$ cat config.mk
export PLATFORM = sky130hd
export DESIGN_NAME = eis_enclosure_flat
export DESIGN_NICKNAME = d
export VERILOG_FILES = /design/src/eis_pkg.sv /design/src/eis_link_if.sv /design/src/eis_enclosure.sv /design/src/flat_wrapper.sv
export SDC_FILE = /design/constraint.sdc
export NUM_CORES = 1
export LEC_CHECK = 0
export BUFFER_PORTS_ARGS = -buffer_cell sky130_fd_sc_hd__buf_2
export CAP_MARGIN = 0
export CORE_MARGIN = 2
export CORE_UTILIZATION = 60
export CTS_CLUSTER_DIAMETER = 80
export DETAILED_ROUTE_END_ITERATION = 6
export PLACE_DENSITY_LB_ADDON = 0.08
export SLEW_MARGIN = 30
export SYNTH_ARGS = -nofsm -noshare
export SYNTH_HDL_FRONTEND = slang
export SYNTH_SLANG_ARGS = --single-unit
$ cat constraint.sdc
create_clock -name clk -period 13.2 [get_ports clk]
set_input_delay 0.66 -clock clk [delete_from_list [all_inputs] [get_ports clk]]
set_output_delay 0.66 -clock clk [all_outputs]
set_load 0.05 [all_outputs]
$ cat src/eis_pkg.sv
// package: constants for the enclosure identify and slot status link
package eis_pkg;
  localparam logic [7:0] EIS_ATTN_OPCODE = 8'h67;
  localparam logic [7:0] EIS_IDENTIFY_CODE = 8'hEC;
  localparam logic [7:0] EIS_SLOT_WRITE_CODE = 8'h10;
  localparam logic [7:0] EIS_KIND_SAFTE = 8'h00;
  localparam logic [7:0] EIS_KIND_SES = 8'h02;
  localparam logic [7:0] EIS_ID_LEN = 8'h40;
  localparam logic [7:0] EIS_PAGE_LAST = 8'h3F;
  localparam int EIS_SLOTS = 4;
  localparam int EIS_SLOT_BYTES = 3;
  localparam logic [7:0] EIS_SLOT_AREA = 8'h0C;
  localparam int EIS_ACT_BIT = 2;
  localparam logic [7:0] EIS_SPACE = 8'h20;
  localparam logic [7:0] EIS_ZERO = 8'h00;
  localparam logic [7:0] EIS_NAA_NIBBLE = 8'h50;
  localparam logic [7:0] EIS_OFS_SUBENC = 8'h01;
  localparam logic [7:0] EIS_OFS_LID = 8'h02;
  localparam logic [7:0] EIS_OFS_VID = 8'h0A;
  localparam logic [7:0] EIS_OFS_PID = 8'h12;
  localparam logic [7:0] EIS_OFS_PREV = 8'h22;
  localparam logic [7:0] EIS_OFS_CHAN = 8'h26;
  localparam logic [7:0] EIS_OFS_FREV = 8'h27;
  localparam logic [7:0] EIS_OFS_IFS = 8'h2B;
  localparam logic [7:0] EIS_OFS_SREV = 8'h31;
  localparam logic [7:0] EIS_OFS_VEND = 8'h35;
  // host register offsets on the apb side
  localparam logic [7:0] EIS_REG_CMD = 8'h00;
  localparam logic [7:0] EIS_REG_STAT = 8'h04;
  localparam logic [7:0] EIS_REG_WDATA = 8'h08;
  localparam logic [7:0] EIS_REG_RDATA = 8'h0C;
  localparam logic [7:0] EIS_REG_SLOT = 8'h10;
  typedef enum logic [1:0] {
    EIS_D_IDLE = 2'b00,
    EIS_D_SEND = 2'b01,
    EIS_D_RECV = 2'b10
  } eis_dstate_t;
endpackage : eis_pkg

$ cat src/eis_link_if.sv
// interface: command and byte stream between host end and enclosure end
`timescale 1ns/1ps
`default_nettype none
interface eis_link_if;
  logic cmd_valid;
  logic [7:0] opcode;
  logic [7:0] command_code;
  logic [7:0] command_kind;
  logic [7:0] payload_length_field;
  logic cmd_ready;
  logic h2d_valid;
  logic [7:0] h2d_data;
  logic d2h_valid;
  logic [7:0] d2h_data;
  logic done;
  modport host (output cmd_valid, opcode, command_code, command_kind,
    payload_length_field, h2d_valid, h2d_data,
    input cmd_ready, d2h_valid, d2h_data, done);
  modport dev (input cmd_valid, opcode, command_code, command_kind,
    payload_length_field, h2d_valid, h2d_data,
    output cmd_ready, d2h_valid, d2h_data, done);
endinterface : eis_link_if
`default_nettype wire

$ cat src/eis_enclosure.sv
// enclosure processor end: identify page and slot status store
`timescale 1ns/1ps
`default_nettype none
module eis_enclosure
  import eis_pkg::*;
#(
  parameter logic [63:0] LOGICAL_ID = 64'h5000_0000_0000_0001,
  parameter logic [63:0] VENDOR_STR = "VENDORX ",
  parameter logic [127:0] PRODUCT_STR = "ENCLOSURE       ",
  parameter logic [31:0] PRODUCT_REV = "0001",
  parameter logic [31:0] FIRMWARE_REV = "0100",
  parameter logic [31:0] SPEC_REV = "1.00",
  parameter logic [7:0] CHANNEL_ID = 8'h00
) (
  input wire logic clk,
  input wire logic rst_n,
  eis_link_if.dev link,
  output logic [EIS_SLOTS*24-1:0] slot_state,
  output logic [EIS_SLOTS-1:0] drive_activity_flag
);
  eis_dstate_t state_q;
  logic [7:0] idx_q;
  logic [7:0] len_q;
  logic ses_q;
  logic [7:0] out_q;
  logic out_v_q;
  logic done_q;
  logic [7:0] page_byte;
  logic [7:0] slot_buf_q [EIS_SLOT_BYTES];
  logic [23:0] slot_q [EIS_SLOTS];
  logic [7:0] rel;
  logic cmd_ok;
  logic kind_ok;
  // interface names held as constants so that bytes can be picked out
  localparam logic [47:0] IFS_SES = "S-E-S ";
  localparam logic [47:0] IFS_SAFTE = "SAF-TE";

  // ==========================================================
  // command decode
  // attention opcode check
  assign kind_ok = (link.command_kind == EIS_KIND_SAFTE) ||
                   (link.command_kind == EIS_KIND_SES);
  assign cmd_ok = link.cmd_valid && (link.opcode == EIS_ATTN_OPCODE) &&
                  kind_ok;
  assign link.cmd_ready = (state_q == EIS_D_IDLE);
  assign link.d2h_valid = out_v_q;
  assign link.d2h_data = out_q;
  assign link.done = done_q;

  // ==========================================================
  // identify page byte select
  // field layout by offset
  always_comb begin
    page_byte = EIS_ZERO;
    rel = EIS_ZERO;
    if (idx_q == EIS_ZERO) begin
      page_byte = EIS_ID_LEN;
    end else if (idx_q == EIS_OFS_SUBENC) begin
      page_byte = EIS_ZERO;
    end else if (idx_q < EIS_OFS_VID) begin
      rel = idx_q - EIS_OFS_LID;
      page_byte = LOGICAL_ID[8'(63 - 8*rel) -: 8];
      if (rel == EIS_ZERO)
        page_byte = {EIS_NAA_NIBBLE[7:4], LOGICAL_ID[59:56]};
    end else if (idx_q < EIS_OFS_PID) begin
      rel = idx_q - EIS_OFS_VID;
      page_byte = VENDOR_STR[8'(63 - 8*rel) -: 8];
    end else if (idx_q < EIS_OFS_PREV) begin
      rel = idx_q - EIS_OFS_PID;
      page_byte = PRODUCT_STR[8'(127 - 8*rel) -: 8];
    end else if (idx_q < EIS_OFS_CHAN) begin
      rel = idx_q - EIS_OFS_PREV;
      page_byte = PRODUCT_REV[8'(31 - 8*rel) -: 8];
    end else if (idx_q == EIS_OFS_CHAN) begin
      page_byte = CHANNEL_ID;
    end else if (idx_q < EIS_OFS_IFS) begin
      rel = idx_q - EIS_OFS_FREV;
      page_byte = FIRMWARE_REV[8'(31 - 8*rel) -: 8];
    end else if (idx_q < EIS_OFS_SREV) begin
      rel = idx_q - EIS_OFS_IFS;
      if (ses_q)
        page_byte = IFS_SES[8'(47 - 8*rel) -: 8];
      else
        page_byte = IFS_SAFTE[8'(47 - 8*rel) -: 8];
    end else if (idx_q < EIS_OFS_VEND) begin
      rel = idx_q - EIS_OFS_SREV;
      page_byte = SPEC_REV[8'(31 - 8*rel) -: 8];
    end else begin
      page_byte = EIS_ZERO;
    end
    if ((idx_q >= EIS_OFS_VID) && (idx_q < EIS_OFS_VEND) &&
        (idx_q != EIS_OFS_CHAN) &&
        ((page_byte < EIS_SPACE) || (page_byte > 8'h7E)))
      page_byte = EIS_SPACE;
  end

  // ==========================================================
  // sequencer
  always_ff @(posedge clk or negedge rst_n) begin
    if (!rst_n) begin
      state_q <= EIS_D_IDLE;
      idx_q <= 8'h00;
      len_q <= 8'h00;
      ses_q <= 1'b0;
      out_q <= 8'h00;
      out_v_q <= 1'b0;
      done_q <= 1'b0;
    end else begin
      out_v_q <= 1'b0;
      done_q <= 1'b0;
      case (state_q)
        EIS_D_IDLE: begin
          idx_q <= 8'h00;
          len_q <= link.payload_length_field;
          ses_q <= (link.command_kind == EIS_KIND_SES);
          if (cmd_ok && link.command_code == EIS_IDENTIFY_CODE) begin
            state_q <= EIS_D_SEND;
          end else if (cmd_ok &&
                       link.command_code == EIS_SLOT_WRITE_CODE) begin
            state_q <= EIS_D_RECV;
          end else if (link.cmd_valid) begin
            done_q <= 1'b1; // unsupported command answered at once
          end
        end
        EIS_D_SEND: begin
          // stop at length or 64 bytes
          if (idx_q >= len_q || idx_q > EIS_PAGE_LAST) begin
            state_q <= EIS_D_IDLE;
            done_q <= 1'b1;
          end else begin
            out_q <= page_byte;
            out_v_q <= 1'b1;
            idx_q <= idx_q + 8'h01;
          end
        end
        EIS_D_RECV: begin
          if (idx_q >= len_q || idx_q > EIS_PAGE_LAST) begin
            state_q <= EIS_D_IDLE;
            done_q <= 1'b1;
          end else if (link.h2d_valid) begin
            idx_q <= idx_q + 8'h01;
          end
        end
        default: state_q <= EIS_D_IDLE;
      endcase
    end
  end

  // ==========================================================
  // slot byte gather
  // three bytes per slot
  always_ff @(posedge clk or negedge rst_n) begin
    if (!rst_n) begin
      for (int i = 0; i < EIS_SLOT_BYTES; i++)
        slot_buf_q[i] <= 8'h00;
    end else if (state_q == EIS_D_RECV && link.h2d_valid) begin
      slot_buf_q[2'(idx_q % 8'(EIS_SLOT_BYTES))] <= link.h2d_data;
    end
  end

  // slot state store, applied on third byte of each slot unless all three bytes are zero
  always_ff @(posedge clk or negedge rst_n) begin
    if (!rst_n) begin
      for (int i = 0; i < EIS_SLOTS; i++)
        slot_q[i] <= 24'h000000;
    end else if (state_q == EIS_D_RECV && link.h2d_valid &&
                 (idx_q % 8'(EIS_SLOT_BYTES)) == 8'h02 &&
                 idx_q < EIS_SLOT_AREA &&
                 idx_q < len_q) begin
      // bytes beyond slot area never stored
      if ({slot_buf_q[0], slot_buf_q[1], link.h2d_data} != 24'h000000)
        slot_q[2'(idx_q / 8'(EIS_SLOT_BYTES))] <=
          {slot_buf_q[0], slot_buf_q[1], link.h2d_data};
    end
  end

  // status outputs
  always_comb begin
    for (int i = 0; i < EIS_SLOTS; i++) begin
      slot_state[i*24 +: 24] = slot_q[i];
      // activity flag byte 1 bit 2
      drive_activity_flag[i] = slot_q[i][8 + EIS_ACT_BIT];
    end
  end
endmodule : eis_enclosure
`default_nettype wire

$ cat src/flat_wrapper.sv
// flat-port wrapper written by rule: the top's interface ports become plain ports
module eis_enclosure_flat import eis_pkg::*;
#(
  parameter logic [63:0] LOGICAL_ID = 64'h5000_0000_0000_0001,
  parameter logic [63:0] VENDOR_STR = "        ",
  parameter logic [127:0] PRODUCT_STR = "                ",
  parameter logic [31:0] PRODUCT_REV = "    ",
  parameter logic [31:0] FIRMWARE_REV = "    ",
  parameter logic [31:0] SPEC_REV = "    ",
  parameter logic [7:0] CHANNEL_ID = 8'h00
)
  (clk, rst_n, slot_state, drive_activity_flag, link_cmd_valid, link_opcode, link_command_code, link_command_kind, link_payload_length_field, link_h2d_valid, link_h2d_data, link_cmd_ready, link_d2h_valid, link_d2h_data, link_done);
  eis_link_if link_i ();
  input wire logic clk;
  input wire logic rst_n;
  output logic [EIS_SLOTS*24-1:0] slot_state;
  output logic [EIS_SLOTS-1:0] drive_activity_flag;
  input wire logic [$bits(link_i.cmd_valid)-1:0] link_cmd_valid;
  input wire logic [$bits(link_i.opcode)-1:0] link_opcode;
  input wire logic [$bits(link_i.command_code)-1:0] link_command_code;
  input wire logic [$bits(link_i.command_kind)-1:0] link_command_kind;
  input wire logic [$bits(link_i.payload_length_field)-1:0] link_payload_length_field;
  input wire logic [$bits(link_i.h2d_valid)-1:0] link_h2d_valid;
  input wire logic [$bits(link_i.h2d_data)-1:0] link_h2d_data;
  output wire logic [$bits(link_i.cmd_ready)-1:0] link_cmd_ready;
  output wire logic [$bits(link_i.d2h_valid)-1:0] link_d2h_valid;
  output wire logic [$bits(link_i.d2h_data)-1:0] link_d2h_data;
  output wire logic [$bits(link_i.done)-1:0] link_done;
  assign link_i.cmd_valid = link_cmd_valid;
  assign link_i.opcode = link_opcode;
  assign link_i.command_code = link_command_code;
  assign link_i.command_kind = link_command_kind;
  assign link_i.payload_length_field = link_payload_length_field;
  assign link_i.h2d_valid = link_h2d_valid;
  assign link_i.h2d_data = link_h2d_data;
  assign link_cmd_ready = link_i.cmd_ready;
  assign link_d2h_valid = link_i.d2h_valid;
  assign link_d2h_data = link_i.d2h_data;
  assign link_done = link_i.done;
  eis_enclosure #(.LOGICAL_ID(LOGICAL_ID), .VENDOR_STR(VENDOR_STR), .PRODUCT_STR(PRODUCT_STR), .PRODUCT_REV(PRODUCT_REV), .FIRMWARE_REV(FIRMWARE_REV), .SPEC_REV(SPEC_REV), .CHANNEL_ID(CHANNEL_ID)) u_core (.clk(clk), .rst_n(rst_n), .link(link_i), .slot_state(slot_state), .drive_activity_flag(drive_activity_flag));
endmodule
==> reports/summary.txt, run 1 <==
max cap viols: 0
sequential area share after synthesis: 0.464
Net Count, Synth: 724
Min-Delay Path Class: in -> async
top_reg_cell synth: dfrtp_1
clk sinks: 140
crit start category: flip-flop
vias per cell: 5.86
fin. max-slew vios: 0
final core utilization: 0.738
setup slack after layout: 7140 ps
Worst R2R End: u_core.slot_state[1]
hold_ws: 276 ps
Tcrit/Tclk final: 0.459
pin count of the biggest net entering global routing: 76
CTS tree: done
CP Data Required Time: 13490 ps
Final Setup Violations: 0
Comb power frac: 0.348
Die Span Y: 116 um
vias in the first global route: 5722
GRT Total Usage: 0.281
Synth top area share: 0.464
CP Max Fanout: 28
Yosys cell types: 80
Max clock buf depth: 2
Iter 0 DRT Violations: 514
R2R depth: 14
placed cell count: 944
Reg power frac: 0.361
mean routed wirelength per cell: 18.8 um
hold buffer count at cts: 0
Area after DPL: 8390 um^2
# diodes: 0
CP endpoint kind: flip-flop
Sum Neg Setup Slack: 0 ps
Placer Congestion: 0.888
I/O Buffers: 153
cts repair resizes: 0
hpwl dp: 12900 um
synthesis-to-finish area growth: 18.8%
layout cells sized above 1: 0.395
H-tree Lvls: 4
initial antenna violation count: 0
DIE WIDTH: 116 um
First-pass DRT Iterations: 6
R2R Setup Slk: 7140 ps
most common cell after layout, fill and taps aside: buf_2
top cell type by total area after synthesis: dfrtp_1
Core Footprint: 12200 um^2
Mean Syn Cell Area: 11.6 um^2
pre-CTS WS: 7100 ps
Sw Ratio: 0.381
Int Pwr: 1.00 mW
Tmin final: 6060 ps
clk_lat worst skew: 410 ps
Starting Density: 0.621
critical path launch point: u_core.idx_q[4]
Clk pwr share: 0.291
Fin Clk Skew: 9.27 ps
Critical Path AT: 6340 ps
Post-synth ARST share: 1.00
CTS Root Cell: clkbuf_16
fin cells: 975
most frequent cells in the layout: buf_2, dfrtp_1, mux2_2
switching power: 0.618 mW
Worst VDD drop: 0.132 mV
yosys warns: 0
number of synthesized flops with an enable pin: 0
final instance area: 8980 um^2
static leakage: 4.63 nW
drc violations: 0
Hold Violations, Final: 0
Area contributors post-synth: dfrtp_1, mux2_2, ha_1, mux2_4, nand2_1
Num CTS Buffers: 17
Nets: 866
die area: 13500 um^2
post-synthesis instance area: 7560 um^2
FF-to-FF Start: u_core.idx_q[4]
post-route ant nets: 0
worst-margin pin slew: 903 ps
first-pass GRT wire length: 29400 um
IO Pins: 155
# rows: 40
Post-Syn Instances: 653
overall power: 1.62 mW
Crit Path Category: reg -> reg
final WL: 18400 um
status: finished, final reports clean
# Post-CTS Setup Buffers: 0
#FFs+latches synth: 140
total grt overflow: 0
RSZ-0062 raised after global routing: no
Slew HR: 0.398
P per Cell Area: 180 nW/um^2
Clock transition at path regs: 60 ps
vias: 5709
maximum operating frequency: 165 MHz
## flip-flops by register name (all words and copies together) (netlist names)
register and flops:
u_core.len_q 8, u_core.link.d2h_valid 1, u_core.link.done 1, u_core.slot_state 92
u_core.slot_buf_q 16, u_core.state_q 2, u_core.ses_q 1, u_core.drive_activity_flag 4
u_core.link.d2h_data 7, u_core.idx_q 8
## power by group through the flow
stage | Combinational, mW | Clock (mW) | Sequential, mW
after global placement | 0.544 | 0 | 0.587
after detailed placement | 0.559 | 0 | 0.590
final | 0.564 | 0.471 | 0.585
after floorplan | 0.318 | 0 | 0.679
after CTS | 0.563 | 0.479 | 0.584
after global routing | 0.607 | 0.496 | 0.596
## critical path: stages (launching register included)
cell and delay (ps):
dfrtp_1 890, nand2b_1 250, a221oi_1 430, o22ai_1 210, o32ai_4 410, xnor2_1 300
nand3_1 350, xnor2_1 260, ha_1 280, or2_2 350, o2bb2ai_2 200, and2_1 270
a32oi_2 240, or4_2 1020, mux2_1 460
## routing by layer
layer | wire, um | up-vias | track usage | part of all wire
li1 | - | 2678 | - | -
met2 | 9210 | 168 | 0.456 | 0.50
met5 | 0 | - | 0 | 0
met3 | 941 | 28 | 0.0716 | 0.051
met1 | 7810 | 2835 | 0.365 | 0.42
met4 | 416 | 0 | 0.107 | 0.023
## area by class of cell
class / count / area (um^2)
multi-input cells: 455 / 3780
flip-flops and latches: 140 / 3500
fillers: 866 / 3180
repair buffers: 158 / 810
clock buffers: 22 / 474
well taps: 168 / 210
clock inverters: 9 / 110
inverters: 23 / 86.3
## logic make-up after synthesis
| logic type | synth area share |
|---|---|
| flip-flops | 0.464 |
| other | 0.000496 |
| AO/OA/AOI/OAI | 0.113 |
| AND/OR/NAND/NOR | 0.128 |
| XOR/XNOR | 0.0232 |
| multiplexers | 0.190 |
| adder cells (fa/ha/maj) | 0.0447 |
| buffers and inverters | 0.0366 |
## cell usage after synthesis (4+ instances only)
master and n:
dfrtp_1 140, o211ai_1 4, mux2i_1 5, a32o_1 5, a211oi_1 4, buf_4 5
buf_1 5, mux2_4 21, ha_1 27, nor2b_1 4, buf_2 14, nand2b_1 10
inv_1 20, or2_2 6, clkbuf_1 8, nor2_1 22, o31ai_1 5, nor3_1 15
nand4_1 9, mux2_2 88, nor4_1 9, a21o_1 4, mux2_1 7, xor2_1 5
o21ai_0 30, nand2_1 51, a31oi_1 4, or3_1 7, xnor2_1 15, o21a_1 4
a21oi_1 18
## worst max-delay path by stage
stage | endpoint | slack (ps) | cells after the start
after global routing | u_core.slot_state[1] | 6740 | 14
after detailed placement | u_core.slot_state[0] | 7100 | 15
after global placement | u_core.slot_state[1] | 7280 | 15
final | u_core.slot_state[1] | 7140 | 14
after CTS | u_core.slot_state[1] | 7100 | 15
after floorplan | u_core.drive_activity_flag[0] | 8430 | 20
No activity file was read; power rests on OpenSTA's default activity.
==> run 2, diff against run 1 <==
--- a/config.mk
+++ b/config.mk
@@ -5,10 +5,11 @@
 export SDC_FILE = /design/constraint.sdc
 export NUM_CORES = 1
 export LEC_CHECK = 0
+export ABC_AREA = 1
 export BUFFER_PORTS_ARGS = -buffer_cell sky130_fd_sc_hd__buf_2
 export CAP_MARGIN = 0
 export CORE_MARGIN = 2
-export CORE_UTILIZATION = 60
+export CORE_UTILIZATION = 56
 export CTS_CLUSTER_DIAMETER = 80
 export DETAILED_ROUTE_END_ITERATION = 6
 export PLACE_DENSITY_LB_ADDON = 0.08
==> constraint.sdc (replaced) <==
create_clock -name clk -period 5.8 [get_ports clk]
set_input_delay 0.29 -clock clk [delete_from_list [all_inputs] [get_ports clk]]
set_output_delay 0.29 -clock clk [all_outputs]
set_load 0.05 [all_outputs]
==> reports/summary.txt, run 2 <==
P per Cell Area: 430 nW/um^2 (was 180 nW/um^2)
drc violations: 0 (unchanged)
max reg flops: 92 (unchanged)
hold buffer count at cts: 1 (was 0)
Post-synth ARST share: 1.00 (unchanged)
GRT Total Usage: 0.288 (was 0.281)
post-synthesis instance area: 7990 um^2 (was 7560 um^2)
hold_ws: 66.0 ps (was 276 ps)
vias per cell: 5.43 (was 5.86)
cts repair resizes: 0 (unchanged)
Net Count, Synth: 1128 (was 724)
Synth Area in Simple Gates: 0.322 (was 0.128)
IO Pins: 155 (unchanged)
number of synthesized flops with an enable pin: 0 (unchanged)
R2R depth: 28 (was 14)
Placer Congestion: 0.905 (was 0.888)
# Post-CTS Setup Buffers: 0 (unchanged)
Synth top area share: 0.439 (was 0.464)
Tmin final: 4790 ps (was 6060 ps)
die area: 15200 um^2 (was 13500 um^2)
yosys warns: 0 (unchanged)
I/O Buffers: 153 (unchanged)
First-pass DRT Iterations: 5 (was 6)
vias in the first global route: 7039 (was 5722)
Critical Path AT: 5160 ps (was 6340 ps)
Iter 0 DRT Violations: 664 (was 514)
first-pass GRT wire length: 34200 um (was 29400 um)
most frequent cells after synthesis: nand2_1, inv_1, dfrtp_1, nand4_1, nand3_1 (was dfrtp_1, mux2_2, nand2_1, o21ai_0, ha_1)
cell with the most instances after synthesis: nand2_1 (was dfrtp_1)
#FFs+latches synth: 140 (unchanged)
synthesis-to-finish area growth: 17.1% (was 18.8%)
CP endpoint kind: flip-flop (unchanged)
setup slack after layout: 1010 ps (was 7140 ps)
final core utilization: 0.671 (was 0.738)
status: finished, final reports clean (unchanged)
most frequent cells in the layout: nand2_1, inv_1, buf_2 (was buf_2, dfrtp_1, mux2_2)
initial antenna violation count: 0 (unchanged)
Worst path most repeated cell: nand2_1 (was xnor2_1)
Num CTS Buffers: 17 (unchanged)
Worst path max stage delay: 600 ps (was 1020 ps)
CP Data Required Time: 6170 ps (was 13490 ps)
Synth Area in Compound Gates: 0.0662 (was 0.113)
hpwl dp: 14700 um (was 12900 um)
top cell type by total area after synthesis: dfrtp_1 (unchanged)
Slew HR: 0.493 (was 0.398)
Core Footprint: 13900 um^2 (was 12200 um^2)
Crit Path Category: reg -> reg (unchanged)
Post-Synth Adder-Cell Area: 0.0423 (was 0.0447)
clk sinks: 140 (unchanged)
xor/xnor share of the synthesized area: 0.00767 (was 0.0232)
FF-to-FF Start: u_core.idx_q[5] (was u_core.idx_q[4])
Worst R2R End: u_core.slot_state[52] (was u_core.slot_state[1])
mean routed wirelength per cell: 15.0 um (was 18.8 um)
CP Max Fanout: 34 (was 28)
final WL: 20700 um (was 18400 um)
total grt overflow: 0 (unchanged)
post-route ant nets: 0 (unchanged)
post-synthesis mux area share: 0 (was 0.190)
R2R Setup Slk: 1010 ps (was 7140 ps)
Hold Violations, Final: 0 (unchanged)
static leakage: 5.36 nW (was 4.63 nW)
Clock transition at path regs: 60 ps (about the same)
RSZ-0062 raised after global routing: no (unchanged)
Nets: 1258 (was 866)
Mean Syn Cell Area: 7.56 um^2 (was 11.6 um^2)
Die Span Y: 123 um (was 116 um)
pre-CTS WS: 1140 ps (was 7100 ps)
# diodes: 0 (unchanged)
vias: 7487 (was 5709)
DIE WIDTH: 123 um (was 116 um)
# rows: 43 (was 40)
fin. max-slew vios: 0 (unchanged)
CTS Root Cell: clkbuf_16 (unchanged)
CTS tree: done (unchanged)
main combinational cell family by area after synthesis: simple AND/OR/NAND/NOR gates (was multiplexers)
Yosys cell types: 45 (was 80)
H-tree Lvls: 4 (unchanged)
crit start category: flip-flop (unchanged)
Hold EP: u_core.len_q[0]
Max clock buf depth: 2 (unchanged)
Area contributors post-synth: dfrtp_1, nand2_1, nand4_1, inv_1, ha_1 (was dfrtp_1, mux2_2, ha_1, mux2_4, nand2_1)
fill count: 1243 (was 866)
Fin Clk Skew: 8.04 ps (was 9.27 ps)
max cap viols: 0 (unchanged)
most common cell after layout, fill and taps aside: nand2_1 (was buf_2)
Worst VDD drop: 0.278 mV (was 0.132 mV)
Area after DPL: 8780 um^2 (was 8390 um^2)
Min-Delay Path Class: in -> reg (was in -> async)
worst-margin pin slew: 760 ps (was 903 ps)
sequential area share after synthesis: 0.439 (was 0.464)
Final Setup Violations: 0 (unchanged)
layout cells sized above 1: 0.188 (was 0.395)
Hold Crit Start: link_payload_length_field[0]
Starting Density: 0.573 (was 0.621)
maximum operating frequency: 209 MHz (was 165 MHz)
Critical Path Slowest Stage Cell: dfrtp_1 (was or4_2)
Post-Syn Instances: 1057 (was 653)
FF+latch area: 3500 um^2 (about the same)
final instance area: 9360 um^2 (was 8980 um^2)
top_reg_cell synth: dfrtp_1 (unchanged)
pin count of the biggest net entering global routing: 86 (was 76)
Sum Neg Setup Slack: 0 ps (unchanged)
multi-input logic area: 3500 um^2 (was 3780 um^2)
Hold Path Stages: 3
clk_lat worst skew: 430 ps (was 410 ps)
Tcrit/Tclk final: 0.826 (was 0.459)
run 2: cell count changes after synthesis, moves of 10 or more:
cell / before / now
nand2b_1: 10 / 0
clkbuf_1: 8 / 19
nor2_1: 22 / 47
nand2_2: 0 / 10
nand2_1: 51 / 297
mux2_2: 88 / 0
inv_1: 20 / 180
o21ai_0: 30 / 48
nand3_1: 3 / 50
mux2_4: 21 / 0
xnor2_1: 15 / 3
nand4_1: 9 / 115
run 2: kinds of logic (layout without fill, tap and decap cells):
logic type,Yosys count,count (layout)
AOI/OAI and AO/OA,91,91
xor gates and xnor gates,7,7
adders and majority gates,27,27
buffers and inverters,239,382
DFF,140,140
other,1,1
and+or+nand+nor,552,552
run 2: metal layers:
metal | vias to the layer above | routed length (um) | track usage
met2 | 262 | 10400 | 0.481
met1 | 3492 | 8500 | 0.364
li1 | 3682 | - | -
met4 | 0 | 617 | 0.125
met3 | 51 | 1160 | 0.0567
met5 | - | 0 | 0
run 2: through the flow:
stage | power, mW | cells
floorplan | 2.58 | 1057
global placement | 2.95 | 1347
detailed placement | 2.98 | 1347
CTS | 4.03 | 1380
global route | 4.31 | 1380
finish | 4.02 | 1380
run 2: power breakdown:
group          switching [mW]  total [mW]  internal, mW
Sequential              0.172        1.32          1.15
Clock                   0.464        1.04         0.573
Combinational            1.21        1.66         0.448
Total                    1.85        4.02          2.17
run 2: worst max path at each step:
| stage | from | end | slack (ps) | cells after the start |
|---|---|---|---|---|
| 4_1_cts | u_core.idx_q[5] | u_core.slot_state[4] | 1100 | 28 |
| 3_3_place_gp | u_core.idx_q[5] | u_core.slot_state[5] | 1290 | 28 |
| 6_report | u_core.idx_q[5] | u_core.slot_state[52] | 1010 | 28 |
| 5_1_grt | u_core.idx_q[5] | u_core.slot_state[52] | 370 | 28 |
| 2_1_floorplan | u_core.idx_q[5] | u_core.slot_state[23] | 2460 | 29 |
| 3_5_place_dp | u_core.idx_q[5] | u_core.slot_state[62] | 1140 | 28 |
run 2: final cells by class:
type / instances / share of cell area
Tap cell: 180 / 0.0241
Multi-Input combinational cell: 678 / 0.375
Inverter: 185 / 0.0742
Clock inverter: 14 / 0.0134
Timing Repair Buffer: 165 / 0.0924
Clock buffer: 18 / 0.0469
Sequential cell: 140 / 0.374
run 2: critical path: cells and delay by family, from the launching register on:
kind                     cells  cell delay (ps)
AND/OR/NAND/NOR             21             3230
flip-flops                   1              600
buffers and inverters        5              500
adder cells (fa/ha/maj)      2              350
